===== src/hw/isc_defs.svh =====
/*
 Offsets, field positions, reset values and sizes for the intrusion status/control block.
 Assumes byte addressing on a 32-bit APB.
*/
`ifndef ISC_DEFS_SVH
`define ISC_DEFS_SVH
`define ISC_OFF_DATA_LO 8'h04
`define ISC_OFF_DATA_LO_END 8'h28
`define ISC_OFF_CTRL 8'h30
`define ISC_OFF_CSTS 8'h34
`define ISC_OFF_DATA_HI 8'h40
`define ISC_OFF_DATA_HI_END 8'hbc
`define ISC_NUM_WORDS 42
`define ISC_LO_WORDS 10
`define ISC_DATA_W 16
`define ISC_B_EVCLR 0
`define ISC_B_IRQCLR 1
`define ISC_B_IEN 2
`define ISC_B_EVFLG 8
`define ISC_B_IRQFLG 9
`define ISC_B_PFS 0
`define ISC_B_PAL 1
`define ISC_RST_WORD 32'h0000_0000
`endif


===== src/hw/isc_pkg.sv =====
/*
 Types shared by the intrusion status/control block.
 Assumes isc_defs.svh is on the include path.
*/
`include "isc_defs.svh"
package isc_pkg;
  typedef struct packed {
    logic psel;
    logic penable;
    logic pwrite;
    logic [7:0] paddr;
    logic [31:0] pwdata;
  } isc_apb_req_t;
  typedef struct packed {
    logic [31:0] prdata;
    logic pready;
    logic pslverr;
  } isc_apb_rsp_t;
  typedef enum logic [1:0] {ISC_IDLE, ISC_ARMED, ISC_TRIPPED} isc_det_state_t;
endpackage


===== src/hw/isc_word.sv =====
/*
 One backup data word.
 Assumes the owner gates writes and raises wipe while the event flag stands.
*/
`timescale 1ns/1ps
`include "isc_defs.svh"
module isc_word (
  // Clock and reset.
  input wire logic pclk,
  input wire logic bkp_rst_n,
  // Control.
  input wire logic wipe,
  input wire logic we,
  input wire logic [`ISC_DATA_W-1:0] wdata,
  // State.
  output logic [`ISC_DATA_W-1:0] q
);
  logic [`ISC_DATA_W-1:0] word_q;
  always_ff @(posedge pclk or negedge bkp_rst_n) begin
    if (!bkp_rst_n) begin
      word_q <= '0;
    end else if (wipe) begin
      word_q <= '0;
    end else if (we) begin
      word_q <= wdata;
    end
  end
  assign q = word_q;
endmodule


===== src/hw/isc_top.sv =====
/*
 Intrusion detection status/control with backup data words, APB slave.
 Assumes a synchronous intrusion pin, a system reset presetn and a backup-domain reset bkp_rst_n.
*/
// Functional notes
// [RQ1] Event clear bit: write-only, clears flag, re-arms
// [RQ2] Interrupt clear bit: write-only, drops request and flag
// [RQ3] Interrupt enable reset only by system/standby reset
// [RQ4] Intrusion request never drives a wake-up
// [RQ5] Software selects pin function before enabling interrupt
// [RQ6] Event flag set by hardware, cleared by write
// [RQ7] Intrusion clears all backup data words
// [RQ8] Flag set holds words cleared, discards writes
// [RQ9] Interrupt flag sets on enabled event, write-clears
// [RQ10] Detection only when pin function select is one
// [RQ11] Level select: zero high active, one low
// [RQ12] Pin already active at enabling gives event
// [RQ13] Reserved bits read zero, ignore writes
// [RQ14] Request on dedicated line while flag and enable
`timescale 1ns/1ps
`include "isc_defs.svh"
module isc_top (
  // Clock and resets.
  input wire logic pclk,
  input wire logic presetn,
  input wire logic bkp_rst_n,
  // APB.
  input wire isc_pkg::isc_apb_req_t apb_req,
  output isc_pkg::isc_apb_rsp_t apb_rsp,
  // Intrusion pin.
  input wire logic intrusion_pin,
  // Interrupt and wake-up.
  output logic intrusion_irq,
  output logic intrusion_wakeup
);
  import isc_pkg::*;

  logic [31:0] prdata_q, prdata_d;
  logic pready_q;
  logic pslverr_q;
  logic pin_function_select_q;
  logic pin_active_level_select_q;
  logic intrusion_irq_enable_q;
  logic intrusion_event_flag_q;
  logic intrusion_irq_flag_q;
  logic irq_q;
  isc_det_state_t det_q, det_d;
  logic [`ISC_DATA_W-1:0] words [`ISC_NUM_WORDS];

  // The access phase takes one wait state; pready stands for one cycle only.
  wire access = apb_req.psel && apb_req.penable && pready_q;
  wire wr = access && apb_req.pwrite;
  wire [7:0] addr = apb_req.paddr;
  wire hit_ctrl = (addr == `ISC_OFF_CTRL);
  wire hit_csts = (addr == `ISC_OFF_CSTS);
  wire hit_lo = (addr >= `ISC_OFF_DATA_LO) && (addr <= `ISC_OFF_DATA_LO_END) && (addr[1:0] == 2'h0);
  wire hit_hi = (addr >= `ISC_OFF_DATA_HI) && (addr <= `ISC_OFF_DATA_HI_END) && (addr[1:0] == 2'h0);
  wire [5:0] idx_lo = 6'((addr - `ISC_OFF_DATA_LO) >> 2);
  wire [5:0] idx_hi = 6'(((addr - `ISC_OFF_DATA_HI) >> 2) + `ISC_LO_WORDS);
  wire hit_data = hit_lo || hit_hi;
  wire [5:0] widx = hit_lo ? idx_lo : idx_hi;
  wire mapped = hit_ctrl || hit_csts || hit_data;

  wire wr_csts = wr && hit_csts;
  wire ev_clr = wr_csts && apb_req.pwdata[`ISC_B_EVCLR]; // RQ1
  wire irq_clr = wr_csts && apb_req.pwdata[`ISC_B_IRQCLR]; // RQ2

  // Active level compare; detection gated by the pin function select.
  wire pin_active = pin_active_level_select_q ? !intrusion_pin : intrusion_pin; // RQ11
  wire det_on = pin_function_select_q; // RQ10

  // The detector is level sensitive once armed, so a pin already active when
  // detection is enabled raises an event; it arms on the next edge and the flag sets on the second.
  always_comb begin
    det_d = det_q;
    case (det_q)
      ISC_IDLE: begin
        if (det_on) begin
          det_d = ISC_ARMED;
        end
      end
      ISC_ARMED: begin
        if (!det_on) begin
          det_d = ISC_IDLE;
        end else if (pin_active) begin
          det_d = ISC_TRIPPED; // RQ12
        end
      end
      ISC_TRIPPED: begin
        if (ev_clr) begin
          det_d = ISC_IDLE; // RQ1
        end
      end
      default: det_d = ISC_IDLE;
    endcase
  end
  wire intrusion = (det_q == ISC_ARMED) && det_on && pin_active; // RQ10

  always_ff @(posedge pclk or negedge presetn) begin
    if (!presetn) begin
      det_q <= ISC_IDLE;
    end else begin
      det_q <= det_d;
    end
  end

  // Pin configuration lives in the backup domain.
  always_ff @(posedge pclk or negedge bkp_rst_n) begin
    if (!bkp_rst_n) begin
      pin_function_select_q <= 1'b0;
      pin_active_level_select_q <= 1'b0;
      intrusion_event_flag_q <= 1'b0;
    end else begin
      if (wr && hit_ctrl) begin
        pin_function_select_q <= apb_req.pwdata[`ISC_B_PFS];
        pin_active_level_select_q <= apb_req.pwdata[`ISC_B_PAL];
      end
      // A new event wins over a clear in the same cycle.
      if (intrusion) begin
        intrusion_event_flag_q <= 1'b1; // RQ6
      end else if (ev_clr) begin
        intrusion_event_flag_q <= 1'b0; // RQ1
      end
    end
  end

  // Enable and interrupt flag fall only to the system reset, which also covers standby wake-up.
  always_ff @(posedge pclk or negedge presetn) begin
    if (!presetn) begin
      intrusion_irq_enable_q <= 1'b0; // RQ3
      intrusion_irq_flag_q <= 1'b0; // RQ9
      irq_q <= 1'b0;
      intrusion_wakeup <= 1'b0;
    end else begin
      if (wr_csts) begin
        intrusion_irq_enable_q <= apb_req.pwdata[`ISC_B_IEN];
      end
      if (intrusion && intrusion_irq_enable_q) begin
        intrusion_irq_flag_q <= 1'b1; // RQ9
      end else if (irq_clr) begin
        intrusion_irq_flag_q <= 1'b0; // RQ2
      end
      irq_q <= intrusion_irq_flag_q && intrusion_irq_enable_q && !irq_clr; // RQ14
      intrusion_wakeup <= 1'b0; // RQ4
    end
  end
  assign intrusion_irq = irq_q;

  // Backup words: wiped by an event and held wiped while the flag stands.
  wire wipe = intrusion || intrusion_event_flag_q; // RQ7 RQ8
  for (genvar i = 0; i < `ISC_NUM_WORDS; i++) begin : g_word
    isc_word u_word (
      .pclk(pclk),
      .bkp_rst_n(bkp_rst_n),
      .wipe(wipe),
      .we(wr && hit_data && (widx == 6'(i)) && !intrusion_event_flag_q), // RQ8
      .wdata(apb_req.pwdata[`ISC_DATA_W-1:0]),
      .q(words[i])
    );
  end

  // Clear bits and reserved bits read as zero.
  always_comb begin
    prdata_d = `ISC_RST_WORD; // RQ13
    if (hit_csts) begin
      prdata_d[`ISC_B_IEN] = intrusion_irq_enable_q;
      prdata_d[`ISC_B_EVFLG] = intrusion_event_flag_q; // RQ6
      prdata_d[`ISC_B_IRQFLG] = intrusion_irq_flag_q;
    end else if (hit_ctrl) begin
      prdata_d[`ISC_B_PFS] = pin_function_select_q;
      prdata_d[`ISC_B_PAL] = pin_active_level_select_q;
    end else if (hit_data) begin
      prdata_d[`ISC_DATA_W-1:0] = words[widx];
    end
  end

  always_ff @(posedge pclk or negedge presetn) begin
    if (!presetn) begin
      pready_q <= 1'b0;
      prdata_q <= `ISC_RST_WORD;
      pslverr_q <= 1'b0;
    end else begin
      pready_q <= apb_req.psel && apb_req.penable && !pready_q;
      prdata_q <= prdata_d;
      pslverr_q <= apb_req.psel && apb_req.penable && !pready_q && !mapped;
    end
  end
  assign apb_rsp.pready = pready_q;
  assign apb_rsp.prdata = prdata_q;
  assign apb_rsp.pslverr = pslverr_q;
endmodule


===== config.mk =====
export PLATFORM = sky130hd
export DESIGN_NAME = isc_top
export DESIGN_NICKNAME = d
export VERILOG_FILES = /design/src/hw/isc_pkg.sv /design/src/hw/isc_word.sv /design/src/hw/isc_top.sv
export VERILOG_INCLUDE_DIRS = /design/src /design/src/hw
export SDC_FILE = /design/constraint.sdc
export NUM_CORES = 1
export LEC_CHECK = 0
export ABC_AREA = 1
export BUFFER_PORTS_ARGS = -buffer_cell sky130_fd_sc_hd__buf_2
export CAP_MARGIN = 20
export CORE_ASPECT_RATIO = 1.75
export CORE_MARGIN = 2
export CORE_UTILIZATION = 30
export CTS_BUF_LIST = sky130_fd_sc_hd__clkbuf_2
export DETAILED_ROUTE_END_ITERATION = 6
export GPL_ROUTABILITY_DRIVEN = 0
export PLACE_DENSITY = 0.53
export SLEW_MARGIN = 20
export SYNTH_ARGS = -nofsm -noshare
export SYNTH_HDL_FRONTEND = slang
export SYNTH_SLANG_ARGS = --single-unit

===== constraint.sdc =====
create_clock -name pclk -period 5.1 [get_ports pclk]
set_input_delay 0.255 -clock pclk [delete_from_list [all_inputs] [get_ports pclk]]
set_output_delay 0.255 -clock pclk [all_outputs]
set_load 0.02 [all_outputs]

==> impl_results.md <==
* Initial Utilization at 30.1%
* Placed insts at 4950
* Worst hold path startpoint: apb_req[4]
* Yosys reg bits at 698
* Post-DR wirelength/cell at 19.7 um
* Post-CTS setup buffers at 0
* Synth Instances at 3739
* First-pass GRT wire length at 160000 um
* CTS tree: yes
* Die Wd at 249 um
* VDD IR max at 0.160 mV
* Clock Latency Late Sink at 1.32 ns
* CP max FO at 35
* R2r endpoint: intrusion_irq_enable_q
* CP Data Arrival Time at 6.19 ns
* Worst-margin pin slew at 1.15 ns
* R2R Path Start: pready_q
* Worst Setup SP: apb_req[33]
* Synth unique cells at 44
* RSZ-0062 raised after global routing: false
* Commonest non-fill, non-tap cell in the layout: nand2_1
* Largest net degree at the start of global routing at 139
* Tcrit/Tclk final at 98.3%
* Number of antenna violations at the first check in global routing at 2
* Pwr per Cell Area at 300 nW/um^2
* FP Rows at 157
* Syn_area_per_cell at 8.40 um^2
* Hold-critical path depth at 4
* Sequential share of the synthesized area at 55.6%
* Non-Filler Instances at 5313
* Final Hold Viols at 0
* TritonRoute pass-1 iters at 7
* R2R setup slack at 2.26 ns
* Worst Hold Path EP: g_word[39].u_word.q[4]
* Async set or reset register ratio after synthesis at 100%
* Failing checks: DRC
* DRT Wirelength at 104000 um
* PnR worst setup slack at 0.0882 ns
* Pleak at 0.0166 uW
* CTS buffer count at 160
* Clock Pin Slew Worst Setup and Hold Paths at 0.12 ns
* Final setup fails at 0
* Clock sink total at 698
* Via count at 26200
* Status: finished, violations left
* Final critical-path required period at 5.01 ns
* P&R area growth vs syn at 12.2%
* Worst path required time at 6.28 ns
* DRC viols at 7
* Routed Antenna Nets at 0
* Port buffer count at 49
* Detailed Place HPWL at 63500 um
* Vias per inst at 4.93
* Yosys warns at 0
* Total track usage at 19.6%
* Crit Path Class: primary input to register
* HP Class: primary input to register
* Setup TNS at 0 ns
* Fmax at 0.200 GHz
* Final Skew at 0.0724 ns
* CP Launch Type: primary input
* DR iter-0 viols at 1839
* Dpl ws at 0.878 ns
* CTS Buffer Depth at 3
* Layout cells sized above 1 at 13.9%
* Max Cap Viol at 0
* Total power at 10600 uW
* Rel. slew slack at 23.1%
* Grt total ovfl at 0
* Max-slew violations at 0
* Full die area at 107000 um^2
* Most frequent cells in the layout: nand2_1 (1143), dfrtp_1 (698), o21ai_1 (556), o21ai_0 (249), clkbuf_2 (243)
* Die Y at 432 um
* Number of nets at the end of the flow at 3893
* Via count of the first global-routing pass at 26200
* Clock Root Buffer: clkbuf_2
* Placeable Area at 104000 um^2
* I/O pins at 83
* Count of flip-flops with a built-in enable after synthesis at 0
* H-tree depth reported by CTS at 4
* Critical Path Sink Type: register
* Reg2Reg Depth at 8
* Top_reg_cell synth: dfrtp_1
* Syn Std Cell Area at 31400 um^2
cells by family after synthesis:
group / count (synthesis) / synth area share, %
AO/OA/AOI/OAI: 1021 / 17.2
XOR/XNOR: 8 / 0.223
adder cells (fa/ha/maj): 11 / 0.438
buffers and inverters: 422 / 6.29
flip-flops: 698 / 55.6
other: 1 / 0.0119
AND/OR/NAND/NOR: 1578 / 20.2
final cells by class:
cell class	instances	area, um^2
tap	1351	1690
inverter	108	407
antenna	2	5.00
fill	11100	69100
clock buffer	243	1220
timing repair buffer	232	2020
multi-input combinational	2635	12200
sequential	698	17500
clock inverter	44	259
state kept, by name, summed over array words and instances (netlist names):
name and flops:
pslverr_q 1, intrusion_irq 1, det_on 1, intrusion_irq_flag_q 1, prdata_q 16, g_word.u_word.q 672
intrusion_event_flag_q 1, pready_q 1, pin_active_level_select_q 1, intrusion_irq_enable_q 1, det_q 2
what timing repair did:
item / 4_1_cts / 5_1_grt
hold buffers: 70 / 1
hold endpoints to repair: 1394 / 1
setup endpoints to repair: 0 / 1
resized for setup: 0 / 1
worst max path at each step:
| stage | to | depth (start not counted) |
|---|---|---|
| 3_5_place_dp | prdata_q[8] | 19 |
| 4_1_cts | prdata_q[0] | 19 |
| 5_1_grt | prdata_q[8] | 21 |
| 3_3_place_gp | prdata_q[8] | 19 |
| 2_1_floorplan | g_word[4].u_word.q[14] | 16 |
| 6_report | prdata_q[8] | 21 |
report_power, final:
part	internal, uW	leakage [uW]	switching [uW]	total, uW
logic	327	0.00574	922	1250
clock network	1410	0.00113	2350	3760
registers	5560	0.00975	17.5	5580
metrics by stage:
step / util, % / hold slack, ns / instance area, um^2
finish: 33.8 / 0.125 / 35200
global route: 33.8 / 0.0851 / 35200
CTS: 33.7 / 0.0106 / 35200
detailed placement: 31.6 / 0.359 / 33000
global placement: 31.6 / 0.353 / 33000
floorplan: - / -0.0406 / 31500
worst max-delay path, stage by stage:
cell and delay, ns:
dlygate4sd3_1 0.55, buf_2 0.13, dlygate4sd3_1 0.56, nor2_2 0.15
dlygate4sd3_1 0.67, inv_1 0.10, nor2_2 0.20, nand3_2 0.39
nand2_4 0.21, nand2_8 0.23, nand2_8 0.38, clkinv_2 0.47
nand2_1 0.17, nand3_1 0.09, nand2_1 0.07, nand2_1 0.05
o21ai_0 0.50, nand3_1 0.23, nand2_1 0.09, dlygate4sd3_1 0.57
nand2_1 0.06
cell usage after synthesis, types with 2 or more instances:
library cell,count,share of area [%]
a21oi_1,17,0.27
a31oi_1,2,0.040
buf_1,5,0.060
buf_2,166,2.6
buf_4,34,0.81
buf_6,7,0.25
clkbuf_1,100,1.2
clkbuf_2,2,0.032
dfrtp_1,698,56
ha_1,11,0.44
inv_1,94,1.1
inv_2,12,0.14
nand2_1,1157,14
nand2_2,8,0.16
nand2_4,7,0.25
nand3_1,43,0.69
nand3b_1,7,0.17
nand4_1,27,0.54
nor2_1,262,3.1
nor2_2,24,0.48
nor2_4,2,0.072
o211ai_1,2,0.048
o21ai_0,249,4.0
o21ai_1,556,8.9
o21ai_2,2,0.056
o21bai_1,9,0.22
o22ai_1,180,3.6
or2_0,6,0.12
or2_2,29,0.58
xnor2_1,2,0.056
xor2_1,6,0.17
routing by layer:
layer	part of all wire, %	GRT usage (%)	routed length (um)	vias up
met1	39	21.8	40800	12700
met5	0	0	0	-
met4	5.3	10.7	5520	0
met2	52	36.1	54100	680
met3	3.8	2.68	3980	238
li1	-	-	-	12600
Power figures use the tool's default switching activity.
